## config.mk

```make
export PLATFORM = sky130hd
export DESIGN_NAME = spx_expander
export DESIGN_NICKNAME = d
export VERILOG_FILES = /design/src/spx_pkg.sv /design/src/spx_expander.sv /design/src/spx_sync.sv
export SDC_FILE = /design/constraint.sdc
export NUM_CORES = 1
export LEC_CHECK = 0
export BUFFER_PORTS_ARGS = -buffer_cell sky130_fd_sc_hd__buf_2
export CELL_PAD_IN_SITES_DETAIL_PLACEMENT = 0
export CELL_PAD_IN_SITES_GLOBAL_PLACEMENT = 1
export CORE_MARGIN = 3
export CORE_UTILIZATION = 46
export DETAILED_ROUTE_END_ITERATION = 10
export PLACE_DENSITY = 0.9
export SYNTH_ARGS = -nofsm -noshare
export SYNTH_HDL_FRONTEND = slang
export SYNTH_SLANG_ARGS = --single-unit
```

## constraint.sdc

```tcl
create_clock -name core_clk_in -period 2.4 [get_ports core_clk_in]
set_input_delay 0.36 -clock core_clk_in [delete_from_list [all_inputs] [get_ports core_clk_in]]
set_output_delay 0.36 -clock core_clk_in [all_outputs]
set_load 0.05 [all_outputs]
```

## src/spx_pkg.sv

```systemverilog
package spx_pkg;

	// port geometry
	localparam int          PORT_W      = 8;
	localparam int          SYNC_STAGES = 2;

	// slave address: fixed upper six bits, then strap bit, then read flag
	localparam logic [5:0]  ADDR_FIXED  = 6'h10;

	// command byte codes selecting the target register
	localparam logic [7:0]  CMD_INPUT   = 8'h00;
	localparam logic [7:0]  CMD_OUTPUT  = 8'h01;
	localparam logic [7:0]  CMD_POLAR   = 8'h02;
	localparam logic [7:0]  CMD_DIR     = 8'h03;

	// values after reset
	localparam logic [7:0]  CMD_RST     = 8'h00;
	localparam logic [7:0]  OUTPUT_RST  = 8'hff;
	localparam logic [7:0]  POLAR_RST   = 8'h00;
	localparam logic [7:0]  DIR_RST     = 8'hff;
	localparam logic [7:0]  SHIFT_RST   = 8'h00;

	// bit counts and settle counts
	localparam logic [3:0]  BITS_PER_BYTE = 4'h8;
	localparam logic [3:0]  BIT_CNT_RST   = 4'h0;
	localparam logic [1:0]  SETTLE_CNT    = 2'h3;

	// raw lines from outside the clock domain, one bundle through the synchroniser
	typedef struct packed {
		logic                scl;
		logic                sda;
		logic                rst_n;
		logic                addr_strap;
		logic [PORT_W-1:0]   pins;
	} spx_line_type;

	// serial bus slave states
	typedef enum logic [3:0] {
		BUS_IDLE,
		BUS_ADDR,
		BUS_ADDR_ACK,
		BUS_CMD,
		BUS_CMD_ACK,
		BUS_WDATA,
		BUS_WDATA_ACK,
		BUS_RDATA,
		BUS_RDATA_ACK,
		BUS_WAIT_STOP
	} spx_bus_state_type;

	// complete state of the expander core
	typedef struct packed {
		spx_bus_state_type   bus_state;
		logic [3:0]          bit_cnt;
		logic [7:0]          shift;
		logic                rd_nwr;
		logic                master_nack;
		logic                scl_q;
		logic                sda_q;
		logic                sda_oe_n;
		logic [7:0]          cmd;
		logic [PORT_W-1:0]   out_val;
		logic [PORT_W-1:0]   polar;
		logic [PORT_W-1:0]   dir;
		logic [PORT_W-1:0]   snap;
		logic [1:0]          settle;
		logic                int_oe_n;
	} spx_state_type;

endpackage

```

## src/spx_expander.sv

```systemverilog
`timescale 1ns/1ps
module spx_expander (
	input  wire logic                       core_clk_in,    // 250 MHz core clock
	input  wire logic                       reset_in,       // power-on reset, high
	input  wire logic                       rst_n_in,       // reset pin, low active
	input  wire logic                       addr_strap_in,  // address strap pin
	input  wire logic                       scl_in,         // serial clock line
	input  wire logic                       sda_in,         // serial data line level
	output logic                            sda_out,        // data drive value, always 0
	output logic                            sda_oe_n_out,   // low pulls data line low
	input  wire logic [spx_pkg::PORT_W-1:0] pins_in,        // port pin levels
	output logic      [spx_pkg::PORT_W-1:0] pins_out,       // port pin drive values
	output logic      [spx_pkg::PORT_W-1:0] pins_oe_n_out,  // low drives the pin
	output logic                            int_n_out,      // interrupt drive value, 0
	output logic                            int_oe_n_out    // low pulls interrupt low
);

	// synchronised lines and the single state record
	spx_pkg::spx_line_type  raw_lines;
	spx_pkg::spx_line_type  lines;
	spx_pkg::spx_state_type st_r;
	spx_pkg::spx_state_type st_nxt;
	spx_pkg::spx_state_type st_default;

	// decoded bus events and port views
	logic                        scl_rise;
	logic                        scl_fall;
	logic                        start_seen;
	logic                        stop_seen;
	logic                        addr_match;
	logic [spx_pkg::PORT_W-1:0]  input_view;
	logic [7:0]                  read_byte;
	logic [spx_pkg::PORT_W-1:0]  change_mask;
	logic                        int_pending;

	// all outside lines in one bundle
	// scl, sda, reset pin, strap and port pins travel together
	always_comb
	begin
		raw_lines            = '0;
		raw_lines.scl        = scl_in;
		raw_lines.sda        = sda_in;
		raw_lines.rst_n      = rst_n_in;
		raw_lines.addr_strap = addr_strap_in;
		raw_lines.pins       = pins_in;
	end

	// two flops before any logic sees them
	spx_sync #(
		.WIDTH    ($bits(spx_pkg::spx_line_type))
	) u_sync (
		.core_clk_in (core_clk_in),
		.reset_in    (reset_in),
		.async_in    (raw_lines),
		.sync_out    (lines)
	);

	// default contents of every register and the bus fsm
	always_comb
	begin
		st_default             = '0;
		st_default.bus_state   = spx_pkg::BUS_IDLE;
		st_default.bit_cnt     = spx_pkg::BIT_CNT_RST;
		st_default.shift       = spx_pkg::SHIFT_RST;
		st_default.rd_nwr      = 1'b0;
		st_default.master_nack = 1'b0;
		st_default.scl_q       = 1'b1;
		st_default.sda_q       = 1'b1;
		st_default.sda_oe_n    = 1'b1;
		st_default.cmd         = spx_pkg::CMD_RST;
		st_default.out_val     = spx_pkg::OUTPUT_RST;
		st_default.polar       = spx_pkg::POLAR_RST;
		st_default.dir         = spx_pkg::DIR_RST;
		// snapshot reloaded from the pins while settling
		st_default.snap        = '0;
		st_default.settle      = spx_pkg::SETTLE_CNT;  // snapshot reloads after reset
		st_default.int_oe_n    = 1'b1;
	end

	// edges and bus conditions from synchronised lines
	assign scl_rise   = lines.scl & ~st_r.scl_q;
	assign scl_fall   = ~lines.scl & st_r.scl_q;
	assign start_seen = lines.scl & st_r.scl_q & st_r.sda_q & ~lines.sda;
	assign stop_seen  = lines.scl & st_r.scl_q & ~st_r.sda_q & lines.sda;

	// address byte decode, bit 1 follows the strap
	// strap is read live, so it may change between frames
	assign addr_match = (st_r.shift[7:2] == spx_pkg::ADDR_FIXED)
		&& (st_r.shift[1] == lines.addr_strap);

	// input port as seen by the master, bit n is pin n
	assign input_view = lines.pins ^ st_r.polar;

	// byte returned for the current command
	// unknown commands read back as zero
	always_comb
	begin
		unique case (st_r.cmd)
			spx_pkg::CMD_INPUT:  read_byte = input_view;
			spx_pkg::CMD_OUTPUT: read_byte = st_r.out_val;
			spx_pkg::CMD_POLAR:  read_byte = st_r.polar;
			spx_pkg::CMD_DIR:    read_byte = st_r.dir;
			default:             read_byte = 8'h00;
		endcase
	end

	// change detect: only input-mode pins, against the snapshot
	// a pin turned from output to input may differ at once
	assign change_mask = (lines.pins ^ st_r.snap) & st_r.dir;
	assign int_pending = |change_mask;

	// next state of bus fsm, registers and interrupt
	always_comb
	begin
		st_nxt       = st_r;
		st_nxt.scl_q = lines.scl;
		st_nxt.sda_q = lines.sda;

		// bus slave, byte level
		// stop releases the line and idles the slave
		if (stop_seen)
		begin
			st_nxt.bus_state = spx_pkg::BUS_IDLE;
			st_nxt.sda_oe_n  = 1'b1;
		end
		else if (start_seen)
		begin
			// start or repeated start at any point restarts address phase
			st_nxt.bus_state = spx_pkg::BUS_ADDR;
			st_nxt.bit_cnt   = spx_pkg::BIT_CNT_RST;
			st_nxt.sda_oe_n  = 1'b1;
		end
		else
		begin
			unique case (st_r.bus_state)
				spx_pkg::BUS_IDLE,
				spx_pkg::BUS_WAIT_STOP:
				begin
					st_nxt.sda_oe_n = 1'b1;  // foreign traffic is ignored
				end

				spx_pkg::BUS_ADDR,
				spx_pkg::BUS_CMD,
				spx_pkg::BUS_WDATA:
				begin
					// sample on clock rise, msb first
					if (scl_rise)
					begin
						st_nxt.shift   = {st_r.shift[6:0], lines.sda};
						st_nxt.bit_cnt = st_r.bit_cnt + 4'h1;
					end
					// eighth bit taken: ack decided on the falling edge
					else if (scl_fall && st_r.bit_cnt == spx_pkg::BITS_PER_BYTE)
					begin
						st_nxt.bit_cnt = spx_pkg::BIT_CNT_RST;
						if (st_r.bus_state == spx_pkg::BUS_ADDR)
						begin
							if (addr_match)
							begin
								st_nxt.rd_nwr    = st_r.shift[0];
								st_nxt.sda_oe_n  = 1'b0;
								st_nxt.bus_state = spx_pkg::BUS_ADDR_ACK;
							end
							else
							begin
								st_nxt.bus_state = spx_pkg::BUS_WAIT_STOP;
							end
						end
						else if (st_r.bus_state == spx_pkg::BUS_CMD)
						begin
							st_nxt.cmd       = st_r.shift;
							st_nxt.sda_oe_n  = 1'b0;
							st_nxt.bus_state = spx_pkg::BUS_CMD_ACK;
						end
						else
						begin
							// store data; input port ignores writes
							// every data byte is acked, read-only or unknown alike
							unique case (st_r.cmd)
								spx_pkg::CMD_OUTPUT: st_nxt.out_val = st_r.shift;
								spx_pkg::CMD_POLAR:  st_nxt.polar   = st_r.shift;
								spx_pkg::CMD_DIR:    st_nxt.dir     = st_r.shift;
								default:             st_nxt.out_val = st_r.out_val;
							endcase
							st_nxt.sda_oe_n  = 1'b0;
							st_nxt.bus_state = spx_pkg::BUS_WDATA_ACK;
						end
					end
				end

				spx_pkg::BUS_ADDR_ACK:
				begin
					// release ack, then send or receive
					// first data bit goes out while the clock is low
					if (scl_fall)
					begin
						if (st_r.rd_nwr)
						begin
							st_nxt.shift     = read_byte;
							st_nxt.sda_oe_n  = read_byte[7];
							st_nxt.bit_cnt   = 4'h1;
							st_nxt.bus_state = spx_pkg::BUS_RDATA;
						end
						else
						begin
							st_nxt.sda_oe_n  = 1'b1;
							st_nxt.bus_state = spx_pkg::BUS_CMD;
						end
					end
				end

				spx_pkg::BUS_CMD_ACK,
				spx_pkg::BUS_WDATA_ACK:
				begin
					// more data bytes may follow until stop
					// no auto-increment: the command stays for later bytes
					if (scl_fall)
					begin
						st_nxt.sda_oe_n  = 1'b1;
						st_nxt.bus_state = spx_pkg::BUS_WDATA;
					end
				end

				spx_pkg::BUS_RDATA:
				begin
					// shift out on clock fall, msb first
					if (scl_fall)
					begin
						if (st_r.bit_cnt == spx_pkg::BITS_PER_BYTE)
						begin
							st_nxt.sda_oe_n  = 1'b1;
							st_nxt.bit_cnt   = spx_pkg::BIT_CNT_RST;
							st_nxt.bus_state = spx_pkg::BUS_RDATA_ACK;
						end
						else
						begin
							st_nxt.sda_oe_n = st_r.shift[6];
							st_nxt.shift    = {st_r.shift[6:0], 1'b0};
							st_nxt.bit_cnt  = st_r.bit_cnt + 4'h1;
						end
					end
				end

				// master's ack or nack taken on the clock rise
				spx_pkg::BUS_RDATA_ACK:
				begin
					if (scl_rise)
					begin
						st_nxt.master_nack = lines.sda;
						// port read: snapshot follows the pins, pending cleared
						if (st_r.cmd == spx_pkg::CMD_INPUT)
							st_nxt.snap = lines.pins;
					end
					// nack ends the read, ack reloads the same register
					else if (scl_fall)
					begin
						if (st_r.master_nack)
						begin
							st_nxt.bus_state = spx_pkg::BUS_WAIT_STOP;
						end
						else
						begin
							st_nxt.shift     = read_byte;
							st_nxt.sda_oe_n  = read_byte[7];
							st_nxt.bit_cnt   = 4'h1;
							st_nxt.bus_state = spx_pkg::BUS_RDATA;
						end
					end
				end

				// unused state codes fall back to idle
				default:
				begin
					st_nxt.bus_state = spx_pkg::BUS_IDLE;
					st_nxt.sda_oe_n  = 1'b1;
				end
			endcase
		end

		// snapshot taken while synchronised pins settle after reset
		// keeps the first compare off the synchroniser's reset ones
		if (st_r.settle != 2'h0)
		begin
			st_nxt.settle   = st_r.settle - 2'h1;
			st_nxt.snap     = lines.pins;
			st_nxt.int_oe_n = 1'b1;
		end
		else
		begin
			st_nxt.int_oe_n = ~int_pending;
		end

		// reset pin forces every default while low
		// overrides all above, so a cut frame leaves nothing behind
		if (!lines.rst_n)
			st_nxt = st_default;
	end

	// single state register
	// power-on reset takes the same defaults as the reset pin
	always_ff @(posedge core_clk_in)
	begin
		if (reset_in)
			st_r <= st_default;
		else
			st_r <= st_nxt;
	end

	// outputs straight from the state register
	// open-drain lines: drive value fixed at zero, enable does the work
	assign sda_out       = 1'b0;
	assign sda_oe_n_out  = st_r.sda_oe_n;
	assign pins_out      = st_r.out_val;
	assign pins_oe_n_out = st_r.dir;
	assign int_n_out     = 1'b0;
	assign int_oe_n_out  = st_r.int_oe_n;

endmodule // spx_expander

```

## src/spx_sync.sv

```systemverilog
`timescale 1ns/1ps
module spx_sync #(
	parameter int WIDTH = 12
) (
	input  wire logic             core_clk_in,  // core clock
	input  wire logic             reset_in,     // synchronous reset, high
	input  wire logic [WIDTH-1:0] async_in,     // lines from another domain
	output logic      [WIDTH-1:0] sync_out      // lines after two flops
);

	typedef struct packed {
		logic [WIDTH-1:0] stage1;
		logic [WIDTH-1:0] stage2;
	} spx_sync_state_type;

	spx_sync_state_type st_r;
	spx_sync_state_type st_nxt;

	// first stage feeds only the second
	always_comb
	begin
		st_nxt        = st_r;
		st_nxt.stage1 = async_in;
		st_nxt.stage2 = st_r.stage1;
	end

	// idle level is high for bus lines and reset pin
	always_ff @(posedge core_clk_in)
	begin
		if (reset_in)
			st_r <= '{stage1: '1, stage2: '1};
		else
			st_r <= st_nxt;
	end

	assign sync_out = st_r.stage2;

endmodule // spx_sync
```

==> metrics.yaml <==
status:
  status: "finished, final reports clean"
job:
  maxCapViolations: 0
clocking:
  ctsResizeCount: 0
  clk_pin_slew_ns: 0.10
  clkLatencyLatePin_ns: 0.36
  numCtsBuffers: 9
  cts_hold_buf: 0
  htree_levels: 3
  cts_buffer_depth: 2
  post-cts-setup-buffers: 0
  cts_sinks: 88
  root_buffer: "clkbuf_8"
  cts_tree: "yes"
floorplanning:
  core_area_um2: 8760
  ioPinCount: 34
  die_y_um: 101
  start_util_pct: 47.6
  fp.dieW_um: 101
  die_area_um2: 10300
  rows: 34
placed_design:
  placed_area_um2: 4380
  pre_cts_ws_ns: 0.229
  io_buffers: 31
  place.detailed.hpwl_um: 6490
  gp_congestion: 0.904
power_and_ir_drop:
  p_total_uw: 2810
  p_leak_uw: 0.00183
  p_clk_share_pct: 37.7
  pwr-share-seq_pct: 54.8
  intPower_uw: 2100
  switching_share_pct: 25.4
  power_switching_uw: 712
  p_per_area_nw_per_um2: 613
  pwr-share-comb_pct: 7.5
  ir_drop_uv: 344
synth:
  yosysTopAreaCellShare_pct: 42.2
  synth_cell_types: 63
  ys_seq_elements: 88
  synth_edf_count: 0
  async_flop_share_pct: 0
  ys_warn_count: 0
  ys_seq_area_share_pct: 42.2
  synth_area_leaders: "dfxtp_1 42%, mux2i_1 11%, or2_2 3.9%"
  synth_area_per_cell_um2: 9.32
  synthFlopType: "dfxtp_1"
  syn_inst: 448
  yosysTopAreaCell: "dfxtp_1"
  synth_area_um2: 4180
setup_path:
  slowest_stage: "or4b_1"
  critPathCaptureType: "flop"
  cpLargestDelayFamily: "simple AND/OR/NAND/NOR gates"
  critPathMaxStageDelay_ns: 0.67
  cp.arrival_ns: 2.43
  cp_max_fo: 16
  cp.required_ns: 2.63
  crit_chain: "or4b_1 -> o211ai_2 -> and3_1 -> and2_1 -> a211oi_1"
  critPathBufInv: 0
  critical_path_class: "flop to flop"
  startpoint_type: "flop"
drt:
  drt_pass1_iterations: 4
  drcViolationCount: 0
  drt-total-wl_um: 9080
  routedWlPerCell_um: 15.6
  via_per_inst: 5.39
  vias: 3144
  ant_nets: 0
  drtIter0Drc: 157
sta:
  fin_skew_ns: 0.0163
  setup_ws_ns: 0.197
  tightest_slew_ns: 0.723
  setup_violations: 0
  finalHoldViolCount: 0
  final.setup.tns_ns: 0
  fin_crit_sh_pct: 91.8
  max_freq_mhz: 454
  rsz0062_at_grt: "no"
  min_period_ns: 2.20
  max_slew_margin_pct: 51.8
  report.final.slew_viol_count: 0
global_routing:
  grt_pass1_vias: 3006
  antenna_found_initial: 0
  grt_pass1_wl_um: 15000
  overflow: 0
  grt_max_degree: 27
  grt_util_all_layers_pct: 18.5
layout:
  nNetsFinal: 487
  area_growth_pct: 9.68
  drive_gt1_share_pct: 21.1
  final_util_pct: 52.3
  design_area_um2: 4580
  diodes: 0
worst_hold_path:
  hold_class: "input port to flop"
-- registers in the layout, indices dropped and copies added, names as in the netlist --
register / count
pins_out: 8
pins_oe_n_out: 8
u_sync.sync_out: 12
st_r: 46
sda_oe_n_out: 1
int_oe_n_out: 1
u_sync.st_nxt: 12
-- cell usage after synthesis, types with 2 or more instances --
| cell type | number |
|---|---|
| nand4_1 | 5 |
| inv_1 | 7 |
| nand2_1 | 34 |
| a22oi_1 | 4 |
| nand2b_1 | 15 |
| nor3_1 | 5 |
| o221ai_1 | 2 |
| a2bb2oi_1 | 6 |
| buf_1 | 3 |
| dfxtp_1 | 88 |
| nand4b_1 | 2 |
| a21oi_1 | 18 |
| ha_1 | 3 |
| xnor2_1 | 10 |
| nor3b_1 | 2 |
| buf_4 | 19 |
| o21ai_0 | 13 |
| clkbuf_1 | 11 |
| mux2i_1 | 45 |
| and3_1 | 4 |
| nand3b_1 | 2 |
| nor2b_1 | 8 |
| o211ai_1 | 3 |
| and2_1 | 2 |
| a21boi_0 | 2 |
| nand3_1 | 4 |
| xor2_1 | 11 |
| a32o_1 | 2 |
| or2_2 | 26 |
| buf_2 | 5 |
| a311oi_1 | 2 |
| or4_1 | 2 |
| a211oi_1 | 16 |
| nor2_1 | 38 |
-- layout make-up --
class	count	area, µm²
clock buffer	10	128
clock inverter	6	75.1
fill	819	4180
inverter	7	26.3
multi-input combinational	316	2170
sequential	88	1760
tap	108	135
timing repair buffer	48	283
-- worst paths after layout --
check                               from                       endpoint  slack [ns]  cells past startpoint
min                           pins_in[4]    u_sync.st_nxt[4]$_SDFF_PP1_        0.17                      2
min reg2reg  u_sync.st_nxt[3]$_SDFF_PP1_  u_sync.sync_out[3]$_SDFF_PP1_        0.41                      1
max reg2reg        st_r[60]$_SDFFE_PP0P_          st_r[49]$_SDFFE_PP0P_        0.20                      5
max                st_r[60]$_SDFFE_PP0P_          st_r[49]$_SDFFE_PP0P_        0.20                      5
-- power by group through the flow --
| stage | registers (µW) | clock network (µW) | logic, µW |
|---|---|---|---|
| floorplan | 1570 | 0 | 161 |
| global placement | 1570 | 0 | 206 |
| detailed placement | 1570 | 0 | 211 |
| CTS | 1540 | 1080 | 212 |
| global route | 1540 | 1140 | 236 |
| finish | 1540 | 1060 | 212 |
-- stage by stage --
| stage | hold slack, ns | std cells |
|---|---|---|
| finish | 0.171 | 583 |
| global route | 0.167 | 583 |
| CTS | 0.161 | 583 |
| detailed placement | 0.393 | 567 |
| global placement | 0.392 | 567 |
| floorplan | 0.389 | 449 |
-- placed cells by master, fill, tap and decap left out, drive strengths merged, types with 3 or more instances in the layout --
master / netlist / final
xnor2: 10 / 10
ha: 3 / 3
buf: 27 / 48
xor2: 11 / 11
a2bb2oi: 6 / 6
a211oi: 16 / 16
nor2b: 8 / 8
nor2: 39 / 39
nand4: 5 / 5
nand2: 34 / 34
clkbuf: 11 / 10
dfxtp: 88 / 88
mux2i: 45 / 45
nand3: 4 / 4
nor4: 3 / 3
a21oi: 18 / 18
a22oi: 4 / 4
or2: 27 / 27
o21ai: 14 / 14
o211ai: 4 / 4
nand2b: 16 / 16
inv: 7 / 10
nor3: 5 / 5
and3: 4 / 4
-- logic make-up (layout without fill, tap and decap cells) --
| logic type | after synthesis | after routing | synth area share [%] |
|---|---|---|---|
| xor gates and xnor gates | 21 | 21 | 4.41 |
| adders and majority gates | 3 | 3 | 0.899 |
| buffers and inverters | 45 | 71 | 5.90 |
| AOI/OAI and AO/OA | 82 | 82 | 14.1 |
| DFF | 88 | 88 | 42.2 |
| and+or+nand+nor | 162 | 162 | 21.3 |
| muxes | 46 | 46 | 11.1 |
| other | 1 | 2 | 0.0898 |
-- routing by layer --
metal	track usage (%)	up-vias	share of wire, %
li1	-	1600	-
met1	26.8	1452	49
met2	27.6	80	45
met3	3.51	12	5.2
met4	6.75	0	1.0
met5	0	-	0
Note: power is estimated with default switching activity, not from simulation.
